==> src/design/lpm_consts.svh <==
// constants for the pll lock monitor: counts, steps, encodings and times
`ifndef LPM_CONSTS_SVH
`define LPM_CONSTS_SVH
`define LPM_NUM_IN      6
`define LPM_NUM_PIN     4
`define LPM_NUM_LOOP    3
`define LPM_SYS_CLK_HZ  100000000
`define LPM_QUAL_TIME_S 2
`define LPM_SEC_TIME_S  1
`define LPM_MISS_LIMIT  2'h3
`define LPM_MAP_NONE    3'h0
`define LPM_SEL_NONE    3'h7
`define LPM_SOFT_STEP   24'h000e24
`define LPM_HARD_STEP   24'h000007
`define LPM_QUAL_W      28
`define LPM_SEC_W       27
`endif

==> src/design/lpm_pkg.sv <==
// types shared by the pll lock monitor modules
package lpm_pkg;
  typedef enum logic [1:0] {
    LPM_IDLE = 2'b00,
    LPM_QUAL = 2'b01,
    LPM_LOCK = 2'b11
  } lpm_lock_state_t;
  typedef logic [2:0] lpm_idx_t;
endpackage

==> src/design/lpm_lock_monitor.sv <==
// pll lock monitor top: signal-loss mapping, loop monitors, phase lock flags
`timescale 1ns/1ps
`include "lpm_consts.svh"
module lpm_lock_monitor import lpm_pkg::*; #(
  parameter int unsigned LOCK_QUAL_CYCLES = `LPM_QUAL_TIME_S * `LPM_SYS_CLK_HZ,
  parameter int unsigned SEC_CYCLES       = `LPM_SEC_TIME_S * `LPM_SYS_CLK_HZ
) (
  // clock and reset
  input  wire logic        sys_clk,
  input  wire logic        rst_n,
  // loss-of-signal pins and their mapping, 3 bits per input
  input  wire logic [3:0]  sig_loss_pin,
  input  wire logic [17:0] sig_loss_map,
  // reference activity, selection per loop (3 bits each)
  input  wire logic [5:0]  ref_edge,
  input  wire logic [2:0]  loop_slot_tick,
  input  wire logic [8:0]  loop_sel_ref,
  // phase and frequency measurements per loop
  input  wire logic [23:0] loop_phase_err,
  input  wire logic [8:0]  fine_phase_limit,
  input  wire logic [71:0] loop_freq_dev,
  input  wire logic [20:0] loop_soft_freq_bound,
  input  wire logic [47:0] loop_hard_freq_bound,
  // unlock enables per loop
  input  wire logic [2:0]  fast_miss_unlock_en,
  input  wire logic [2:0]  fine_phase_unlock_en,
  input  wire logic [2:0]  hard_freq_unlock_en,
  // phase lock timeout control
  input  wire logic [5:0]  lock_timeout_value,
  input  wire logic [1:0]  lock_timeout_scale,
  input  wire logic        phase_flag_autoclear_sel,
  input  wire logic [5:0]  flag_clear_wr,
  // per-loop status
  output logic      [2:0]  loop_fast_loss,
  output logic      [2:0]  loop_fine_loss,
  output logic      [2:0]  loop_soft_alarm,
  output logic      [2:0]  loop_hard_alarm,
  output logic      [2:0]  loop_lock_status,
  output logic      [2:0]  loop_lock_pin,
  // per-input status and qualification
  output logic      [5:0]  input_phase_lock_flag,
  output logic      [5:0]  ref_qual_loop12,
  output logic      [5:0]  ref_qual_loop3
);
  logic [3:0]            pins_s;
  logic [5:0]            los_disq;
  logic [2:0]            sel_edge;
  logic [`LPM_SEC_W-1:0] sec_cnt;
  logic                  sec_tick;
  logic [7:0]            period;
  lpm_idx_t              sel_q [2];
  logic [7:0]            pl_cnt [2];
  logic [1:0]            pl_restart;
  logic [1:0]            pl_fire;
  logic [5:0]            flag_set;
  logic [7:0]            flag_age [6];

  // bit of a six-wide vector at a selection index, zero when none
  function automatic logic pick6(input logic [5:0] v, input lpm_idx_t idx);
    pick6 = (idx < 3'h6) ? v[idx] : 1'b0;
  endfunction

  // one-hot of a selection index, empty when none
  function automatic logic [5:0] onehot6(input lpm_idx_t idx);
    onehot6 = (idx < 3'h6) ? (6'h01 << idx) : 6'h00;
  endfunction

  // pins are asynchronous to sys_clk
  lpm_sync #(.W(`LPM_NUM_PIN)) u_pin_sync (
    .sys_clk (sys_clk),
    .rst_n   (rst_n),
    .d       (sig_loss_pin),
    .q       (pins_s)
  );

  // map decode: code 0 leaves the input unqualified by any pin
  generate
    for (genvar i = 0; i < `LPM_NUM_IN; i++) begin : g_los
      lpm_idx_t map;
      assign map = sig_loss_map[3*i +: 3];
      assign los_disq[i] = (map != `LPM_MAP_NONE) && (map <= 3'h4)
                         && pick6({2'h0, pins_s}, map - 3'h1);
    end
  endgenerate

  // loop 3 ignores phase lock flags
  assign ref_qual_loop12 = ~los_disq & ~input_phase_lock_flag;
  assign ref_qual_loop3  = ~los_disq;

  // independent monitor per loop; loop 3 always honours fast loss
  generate
    for (genvar l = 0; l < `LPM_NUM_LOOP; l++) begin : g_loop
      assign sel_edge[l] = pick6(ref_edge, loop_sel_ref[3*l +: 3]);
      lpm_loop_mon #(
        .ALWAYS_FAST (l == 2),
        .QUAL_CYCLES (LOCK_QUAL_CYCLES)
      ) u_mon (
        .sys_clk          (sys_clk),
        .rst_n            (rst_n),
        .ref_edge         (sel_edge[l]),
        .slot_tick        (loop_slot_tick[l]),
        .phase_err        (loop_phase_err[8*l +: 8]),
        .fine_phase_limit (fine_phase_limit[3*l +: 3]),
        .freq_dev         (loop_freq_dev[24*l +: 24]),
        .soft_bound       (loop_soft_freq_bound[7*l +: 7]),
        .hard_bound       (loop_hard_freq_bound[16*l +: 16]),
        .fast_en          (fast_miss_unlock_en[l]),
        .fine_en          (fine_phase_unlock_en[l]),
        .hard_en          (hard_freq_unlock_en[l]),
        .fast_loss        (loop_fast_loss[l]),
        .fine_loss        (loop_fine_loss[l]),
        .soft_alarm       (loop_soft_alarm[l]),
        .hard_alarm       (loop_hard_alarm[l]),
        .locked           (loop_lock_status[l])
      );
    end
  endgenerate

  // pin mirrors the status bit so both never disagree
  assign loop_lock_pin = loop_lock_status;

  // one-second tick shared by all timeouts
  always_ff @(posedge sys_clk or negedge rst_n) begin
    if (!rst_n) begin
      sec_cnt  <= '0;
      sec_tick <= 1'b0;
    end else begin
      sec_tick <= (sec_cnt == `LPM_SEC_W'(SEC_CYCLES - 1));
      if (sec_cnt == `LPM_SEC_W'(SEC_CYCLES - 1)) sec_cnt <= '0;
      else sec_cnt <= sec_cnt + 1'b1;
    end
  end

  // timeout in seconds; a zero period disables the flag
  assign period = {2'h0, lock_timeout_value} * {6'h00, lock_timeout_scale};

  // lock timeout watch for loops 1 and 2 only
  generate
    for (genvar l = 0; l < 2; l++) begin : g_pl
      lpm_idx_t sel;
      assign sel = loop_sel_ref[3*l +: 3];
      assign pl_restart[l] = loop_lock_status[l] || (sel != sel_q[l])
                           || (sel >= 3'h6) || (period == 8'h00);
      assign pl_fire[l] = !pl_restart[l] && sec_tick
                        && ((pl_cnt[l] + 8'h01) >= period);

      // a change of reference starts a fresh wait
      always_ff @(posedge sys_clk or negedge rst_n) begin
        if (!rst_n) begin
          sel_q[l]  <= `LPM_SEL_NONE;
          pl_cnt[l] <= 8'h00;
        end else begin
          sel_q[l] <= sel;
          if (pl_restart[l] || pl_fire[l]) pl_cnt[l] <= 8'h00;
          else if (sec_tick) pl_cnt[l] <= pl_cnt[l] + 8'h01;
        end
      end
    end
  endgenerate

  assign flag_set = (pl_fire[0] ? onehot6(loop_sel_ref[2:0]) : 6'h00)
                  | (pl_fire[1] ? onehot6(loop_sel_ref[5:3]) : 6'h00);

  // per-input flag; a raise in the clearing cycle wins
  generate
    for (genvar i = 0; i < `LPM_NUM_IN; i++) begin : g_flag
      always_ff @(posedge sys_clk or negedge rst_n) begin
        if (!rst_n) begin
          input_phase_lock_flag[i] <= 1'b0;
          flag_age[i]              <= 8'h00;
        end else if (flag_set[i]) begin
          input_phase_lock_flag[i] <= 1'b1;
          flag_age[i]              <= 8'h00;
        end else if (input_phase_lock_flag[i]) begin
          if (phase_flag_autoclear_sel) begin
            // writes are ignored while the timer owns the clear
            if (sec_tick && ((flag_age[i] + 8'h01) >= period)) begin
              input_phase_lock_flag[i] <= 1'b0;
              flag_age[i]              <= 8'h00;
            end else if (sec_tick) begin
              flag_age[i] <= flag_age[i] + 8'h01;
            end
          end else if (flag_clear_wr[i]) begin
            input_phase_lock_flag[i] <= 1'b0;
          end
        end
      end
    end
  endgenerate
endmodule

==> src/design/lpm_loop_mon.sv <==
// per-loop loss monitors and lock qualification
`timescale 1ns/1ps
`include "lpm_consts.svh"
module lpm_loop_mon import lpm_pkg::*; #(
  parameter bit          ALWAYS_FAST = 1'b0,
  parameter int unsigned QUAL_CYCLES = 200000000
) (
  // clock and reset
  input  wire logic        sys_clk,
  input  wire logic        rst_n,
  // selected reference activity
  input  wire logic        ref_edge,
  input  wire logic        slot_tick,
  // phase and frequency measurements
  input  wire logic [7:0]  phase_err,
  input  wire logic [2:0]  fine_phase_limit,
  input  wire logic [23:0] freq_dev,
  input  wire logic [6:0]  soft_bound,
  input  wire logic [15:0] hard_bound,
  // unlock enables
  input  wire logic        fast_en,
  input  wire logic        fine_en,
  input  wire logic        hard_en,
  // status
  output logic             fast_loss,
  output logic             fine_loss,
  output logic             soft_alarm,
  output logic             hard_alarm,
  output logic             locked
);
  lpm_lock_state_t       state;
  logic [1:0]            miss;
  logic [1:0]            next_miss;
  logic [23:0]           soft_thr;
  logic [23:0]           hard_thr;
  logic                  unlock_evt;
  logic [`LPM_QUAL_W-1:0] qual_cnt;
  logic [31:0]           quiet;

  // missed slots since the last reference edge
  always_comb begin
    next_miss = miss;
    if (ref_edge) next_miss = 2'h0;
    else if (slot_tick && miss != `LPM_MISS_LIMIT) next_miss = miss + 2'h1;
  end

  // limits scaled to 0.0002 ppm units so both steps are whole numbers
  assign soft_thr = {17'h0, soft_bound} * `LPM_SOFT_STEP;
  assign hard_thr = {8'h00, hard_bound} * `LPM_HARD_STEP;

  // monitor flags, each follows its condition one cycle later
  always_ff @(posedge sys_clk or negedge rst_n) begin
    if (!rst_n) begin
      miss       <= 2'h0;
      fast_loss  <= 1'b0;
      fine_loss  <= 1'b0;
      soft_alarm <= 1'b0;
      hard_alarm <= 1'b0;
    end else begin
      miss       <= next_miss;
      fast_loss  <= (next_miss == `LPM_MISS_LIMIT);
      fine_loss  <= (phase_err > {5'h00, fine_phase_limit});
      soft_alarm <= (freq_dev > soft_thr);
      hard_alarm <= (freq_dev > hard_thr);
    end
  end

  // soft alarm deliberately absent: status only
  assign unlock_evt = (fast_loss & (fast_en | ALWAYS_FAST))
                    | (fine_loss & fine_en)
                    | (hard_alarm & hard_en);

  // qualification timer, restarted by any enabled event
  always_ff @(posedge sys_clk or negedge rst_n) begin
    if (!rst_n) begin
      state    <= LPM_IDLE;
      qual_cnt <= '0;
    end else begin
      case (state)
        LPM_IDLE: begin
          state    <= LPM_QUAL;
          qual_cnt <= '0;
        end
        LPM_QUAL: begin
          if (unlock_evt) qual_cnt <= '0;
          else if (qual_cnt == `LPM_QUAL_W'(QUAL_CYCLES - 1)) state <= LPM_LOCK;
          else qual_cnt <= qual_cnt + 1'b1;
        end
        LPM_LOCK: begin
          if (unlock_evt) begin
            state    <= LPM_QUAL;
            qual_cnt <= '0;
          end
        end
        default: state <= LPM_IDLE;
      endcase
    end
  end

  assign locked = (state == LPM_LOCK);

  // helper: cycles since the last enabled event
  always_ff @(posedge sys_clk or negedge rst_n) begin
    if (!rst_n) quiet <= 32'h0;
    else if (unlock_evt) quiet <= 32'h0;
    else if (quiet != 32'hffffffff) quiet <= quiet + 32'h1;
  end
endmodule

==> src/design/lpm_sync.sv <==
// two-flop synchroniser for the loss-of-signal pins
`timescale 1ns/1ps
module lpm_sync import lpm_pkg::*; #(
  parameter int W = 4
) (
  // clock and reset
  input  wire logic         sys_clk,
  input  wire logic         rst_n,
  // asynchronous level in, synchronous level out
  input  wire logic [W-1:0] d,
  output logic      [W-1:0] q
);
  logic [W-1:0] meta;

  // first stage feeds only the second stage
  always_ff @(posedge sys_clk or negedge rst_n) begin
    if (!rst_n) begin
      meta <= '0;
      q    <= '0;
    end else begin
      meta <= d;
      q    <= meta;
    end
  end
endmodule

==> config.mk <==
export PLATFORM = sky130hd
export DESIGN_NAME = lpm_lock_monitor
export DESIGN_NICKNAME = d
export VERILOG_FILES = /design/src/design/lpm_pkg.sv /design/src/design/lpm_lock_monitor.sv /design/src/design/lpm_loop_mon.sv /design/src/design/lpm_sync.sv
export VERILOG_INCLUDE_DIRS = /design/src /design/src/design
export SDC_FILE = /design/constraint.sdc
export NUM_CORES = 1
export LEC_CHECK = 0
export BUFFER_PORTS_ARGS = -buffer_cell sky130_fd_sc_hd__buf_2
export CORE_UTILIZATION = 60
export CTS_CLUSTER_SIZE = 10
export DETAILED_ROUTE_END_ITERATION = 12
export HOLD_SLACK_MARGIN = 0.02
export PLACE_DENSITY = 0.89
export SETUP_SLACK_MARGIN = 0.02
export SLEW_MARGIN = 20
export SYNTH_ARGS = -nofsm -noshare
export SYNTH_HDL_FRONTEND = slang
export SYNTH_HIERARCHICAL = 1
export SYNTH_SLANG_ARGS = --single-unit
==> constraint.sdc <==
create_clock -name sys_clk -period 3.5 [get_ports sys_clk]
set_input_delay 0.525 -clock sys_clk [delete_from_list [all_inputs] [get_ports sys_clk]]
set_output_delay 0.525 -clock sys_clk [all_outputs]
set_load 0.005 [all_outputs]
* Word level (Yosys, flattened, before mapping)
Cells that the tools add are included.
Cells by class: add/subtract/negate cells 21, $mul 7, order comparisons 43, equal/unequal tests 30, shifts and indexed selects 2, multiplexer cells 126, bitwise gates (word level) 18, reduce and logical (&&, ||, !) cells 80
Operators by type and width (count):
- 8-bit two-way mux | 34
- 28-bit two-way mux | 9
- 28-bit one-hot mux with 3 select lines | 3
- 24-bit by 19-bit > comparator with 1-bit output | 6
- 28-bit by 1-bit adder with 28-bit output (second input constant) | 3
- 28-bit equality test (second input constant) | 3
- 8-bit by 1-bit adder with 8-bit output (second input constant) | 8
- 8-bit greater-or-equal comparator | 8
- 16-bit by 3-bit multiplier with 19-bit output (second input constant) | 3
- 7-bit by 10-bit multiplier with 17-bit output (second input constant) | 3
- 1-bit two-way mux | 48
- 3-bit nonzero test | 15
- 3-bit by 4-bit less-than comparator with 1-bit output (second input constant) | 9
- 3-bit AND reduction | 12
- 2-bit two-way mux | 15
- 2-bit nonzero test | 14
- 27-bit by 1-bit adder with 27-bit output (second input constant) | 1
- 1-bit binary-select mux with 3-bit select | 9
- 27-bit equality test (second input constant) | 1
- 3-bit less-than comparator (second input constant) | 9
- 27-bit two-way mux | 1
- 1-bit logical AND | 25
- 8-bit by 3-bit > comparator with 1-bit output | 3
- 6-bit two-way mux | 4
- 22 further kinds | 81
Storage, ports and cells: register bits after elaboration 220, input bits 240, word-level logic and storage cells 368

* Logic depth before layout (Yosys ltp)
depth in word-level cells 11, mapped depth 17, depth with buffers taken out 17

* Hierarchy
The synthesis kept the hierarchy.
By module, submodules not included:
- lpm_lock_monitor | times used 1, cells each 856, area an instance 7900.1 sq um, sequential area each 2610.0 sq um
- lpm_loop_mon (g_loop[1].u_mon) | times used 1, cells each 555, area an instance 5111.2 sq um, sequential area each 900.9 sq um
- lpm_loop_mon (g_loop[2].u_mon) | times used 1, cells each 545, area an instance 4991.0 sq um, sequential area each 900.9 sq um
- lpm_loop_mon (g_loop[0].u_mon) | times used 1, cells each 550, area an instance 4957.3 sq um, sequential area each 900.9 sq um
- lpm_sync | times used 1, cells each 8, area an instance 200.2 sq um, sequential area each 200.2 sq um

* Worst setup path before layout
OpenSTA, ideal clock, no wires.
kind input -> register, from input port loop_soft_freq_bound[15], to register g_loop[2].u_mon.soft_alarm, arrival time 4.141 ns, data required time 3.371 ns, path slack -0.771 ns, stages on the path 14, path buffers 0, cells stage by stage fa_1 fa_1 ha_1 ha_1 inv_1 a2111oi_0 o21ai_0 o21ai_0 xnor2_1 ha_1 a21o_1 a211oi_1 nand2_1 o41a_1
Between the ends: word-level cells in the longest chain between the ends 2
Ends and longest elaborated chain:
- start: declaration | line lpm_lock_monitor.sv:22 | input wire logic [20:0] loop_soft_freq_bound,
- 7-bit by 10-bit multiplier with 17-bit output (no source line)
- 24-bit by 19-bit > comparator with 1-bit output | line lpm_loop_mon.sv:63 | soft_alarm <= (freq_dev > soft_thr);
- end signal: assignment | line lpm_loop_mon.sv:63
- end: declaration | line lpm_loop_mon.sv:27 | output logic soft_alarm,
No other way between the ends. A chain may end at the register's enable or synchronous reset.

* Worst setup path after layout
from input port loop_soft_freq_bound[9], to register g_loop[1].u_mon.soft_alarm
Between the ends: word-level cells in the longest chain between the ends 2
Ends and longest elaborated chain (line):
- 7-bit by 10-bit multiplier with 17-bit output (no source line)
- 24-bit by 19-bit > comparator with 1-bit output | lpm_loop_mon.sv:63
- end signal: assignment | lpm_loop_mon.sv:63
- end: declaration | lpm_loop_mon.sv:27
No other way between the ends.

==> results by group <==
Outcome
  – Status: finished with violations
  – Failing checks: negative setup slack

Worst setup path
  – Startpoint Class: input port
  – WS Path Type: input port to register
  – Critical Path Sink Type: register
  – CP arrival: 4.26 ns
  – R2R setup slack: between 0.4 and 0.5 ns
  – Critical Path Fanout Max: 3
  – WP data required: 3.93 ns

Pwr
  – Total power: around 0.011 W
  – Worst IR Drop VDD: 328 uV
  – Leak: 13.6 nW
  – Power per standard cell area: roughly 370 nW/um2

Detailed routing
  – Starting DRC count in detailed routing: around 1700
  – Vias/cell: about 6.5
  – Routed wire length: around 70 mm
  – # DRC: 0
  – DR WL/cell: 19.6 um
  – Routed Antenna Nets: 0
  – Drt first pass iters: 6
  – Via Count: roughly 23000

STA
  – Hold slack: 0.0805 ns
  – Final setup viols: 19
  – Final Max Tran Viols: 0
  – PnR worst setup slack: -0.327 ns
  – Fin crit share: 1.09
  – Setup Skew: between 0.015 and 0.02 ns
  – Slew @ Worst Pin: between 0.9 and 1 ns
  – Fmax: between 200 and 300 MHz
  – Tmin final: roughly 3.8 ns
  – Max-slew headroom: 0.337
  – Final Hold Viols: 0
  – Unrepaired setup endpoints after global routing: true

Placed design
  – GP Congestion: about 0.93
  – Post-DP HPWL: 52.2 mm
  – Port buffer count: 274

CTS
  – CTS max path bufs: 3
  – TritonCTS clock tree: yes
  – CTS buffer count: 28
  – Clk_lat worst skew: 0.55 ns
  – # H-tree levels: 1
  – Clk Tree Root Cell: clkbuf_16
  – CTS clk-pin slew, worst paths: about 0.06 ns
  – CTS sink cnt: 220

Synth
  – Adder-Cell Fraction of Synth Area: 0.268
  – Synth Area in XOR/XNOR: 0.0598
  – Post-Synth Simple-Gate Area: 0.188
  – FFs w/ async S/R, synth: 1.00
  – Yosys warnings: 6
  – Post-synth EDFFs: 0
  – Mux share of post-synthesis cell area: 0.0172
  – Post-Synthesis Cells: about 2500
  – Ys flop type: dfrtp_1
  – Synth cell types: 101
  – Mapped Area: between 20000 and 25000 um2
  – Top cells by area, synth: dfrtp_1 23%, ha_1 20%, fa_1 6.1%
  – Yosys top cell area share: 0.231
  – Net Count, Synth: around 3200
  – Largest family of logic cells by synthesized area: adder cells
  – Largest area contributor in the netlist: dfrtp_1
  – Seq/Total Area, Yosys: 0.238
  – Post-synthesis compound-gate area fraction: 0.197
  – Syn Area/Cell: about 9.2 um2
  – Synthesized flop and latch total: 220

Die
  – Die Span X: ~200 um
  – Die ar.: roughly 40000 um2
  – Site Rows: 71
  – Core Footprint: about 38000 um2
  – I/O Pins: 276
  – Die H: between 150 and 200 um
  – Starting density of the core: 0.612

Global route
  – Overflow after GRT: 0
  – All-Layer GR Usage: 0.337
  – First-pass GRT wire length: 109 mm
  – Largest net degree at the start of global routing: 75
  – Vias in the first global route: 23100
  – Initial antenna violation count: 11

Layout
  – Share of cells above drive strength 1: 0.258
  – NumNets Final: approximately 3700
  – Fill cells: roughly 2400
  – P&R area growth vs syn: 25.2%
  – Storage cell area: 5510 um2
  – Area of the multi-input gates: between 15000 and 20000 um2

Hold path
  – Worst Hold Class: input port to register

Run
  – Max cap viols: 0
-- synth_stat cells (all sizes together), types with 8 or more instances --
cell type  instances
mux2i             14
nand2            192
xor2              81
xnor2             77
nor3              60
nand3b            12
or4               20
clkbuf            17
fa                70
a31oi             56
nor2b             42
or3               18
o21ai             98
o31ai             41
and4              16
nor2             139
ha               379
and3              31
a22oi             16
and2              26
a21boi            13
mux4               9
a211oi            27
o41ai             13
o211ai            30
nand4             51
a21o              67
nand3            125
a21oi            154
nand2b            21
a2111oi           13
o311ai            20
nor4              30
o21bai             9
buf               26
inv              133
o2111ai            8
dfrtp            214
or2               16
-- worst paths after layout --
kind	from	endpoint	cells past startpoint
max reg2reg	flag_age[40]	flag_age[46]	12
min in group asynchronous	rst_n	flag_age[23]	2
max in group asynchronous	rst_n	sec_tick	3
max	loop_soft_freq_bound[9]	g_loop[1].u_mon/soft_alarm	18
min reg2reg	u_pin_sync/meta[1]	u_pin_sync/q[1]	0
min	sig_loss_pin[1]	u_pin_sync/meta[1]	1
-- layer usage --
layer	GRT usage	wire length, um
met3	0.0507	4920
met2	0.583	34300
met5	0	41
met1	0.409	27300
met4	0.167	3660
-- layout by cell type (no fill, tap or decap), types with 30 or more instances in the layout --
master    count
xor2_1       80
o211ai_1     30
nand3_1     119
a21o_1       67
nor2_1      136
buf_2       262
fa_1         66
ha_1        328
a31oi_1      55
nand4_1      49
ha_4         45
o31ai_1      36
a21oi_1     141
o21ai_0      79
buf_4       268
inv_1       132
nand2_1     191
nor3_1       56
xnor2_1      76
nor2b_1      42
dfrtp_1     214
-- cell families after synthesis --
logic type,Yosys count
simple gates,823
compound gates,652
fa+ha+maj,455
flops,220
buf+inv,178
xor+xnor,158
mux,28
-- worst max-delay path, cell delays in order --
cell	delay, ns
buf_4	0.14
buf_4	0.15
ha_2	0.19
ha_4	0.16
fa_1	0.50
ha_4	0.32
buf_4	0.11
nand3_1	0.10
a211oi_2	0.30
a21o_1	0.17
a21oi_1	0.08
xor2_1	0.15
ha_1	0.31
nand4_1	0.19
nor4_1	0.50
buf_4	0.19
mux2i_1	0.06
o41a_1	0.11
-- registers in the layout, summed over array words and instances (netlist names), 4 cells and up --
| name | cells |
|---|---|
| g_loop.u_mon/miss | 6 |
| pl_cnt | 16 |
| input_phase_lock_flag | 6 |
| sec_cnt | 27 |
| g_loop.u_mon/qual_cnt | 84 |
| g_loop.u_mon/state | 6 |
| flag_age | 48 |
| u_pin_sync/meta | 4 |
| u_pin_sync/q | 4 |
| sel_q | 6 |
-- per-stage QoR --
step | setup WS [ns] | TNS [ns] | area [um2] | std cells | util
2_1_floorplan | -0.408 | -1.89 | 23600 | 2514 | -
3_3_place_gp | -0.660 | -15.64 | 27300 | 3508 | 0.722
3_5_place_dp | -0.772 | -22.44 | 27300 | 3508 | 0.722
4_1_cts | -0.135 | -0.244 | 28400 | 3570 | 0.751
5_1_grt | -0.399 | -4.01 | 29000 | 3589 | 0.766
6_report | -0.327 | -1.24 | 29000 | 3589 | 0.766
-- what timing repair did --
action,4_1_cts,5_1_grt
endpoints found under the setup margin,4,12
gates resized for setup,32,89
cloned,0,1
pin swaps,48,61
hold buffers,1,0
setup buffers,9,11
hold endpoints to repair,70,0
-- layout make-up --
cell class | instances | area share
Timing Repair Buffer | 548 | 0.123
Clock buffer | 45 | 0.0274
Tap cell | 511 | 0.0220
Multi-Input combinational cell | 2116 | 0.618
Inverter | 135 | 0.0176
Clock inverter | 7 | 0.00138
Sequential cell | 220 | 0.190
Antenna cell | 7 | 0.000604
-- report_power, final --
| part | internal (W) | switching (W) |
|---|---|---|
| logic | 0.00253 | 0.00272 |
| registers | 0.00261 | 0.0000470 |
| clock network | 0.00155 | 0.00115 |
| total | 0.00668 | 0.00391 |
Power figures use the tool's default switching activity.
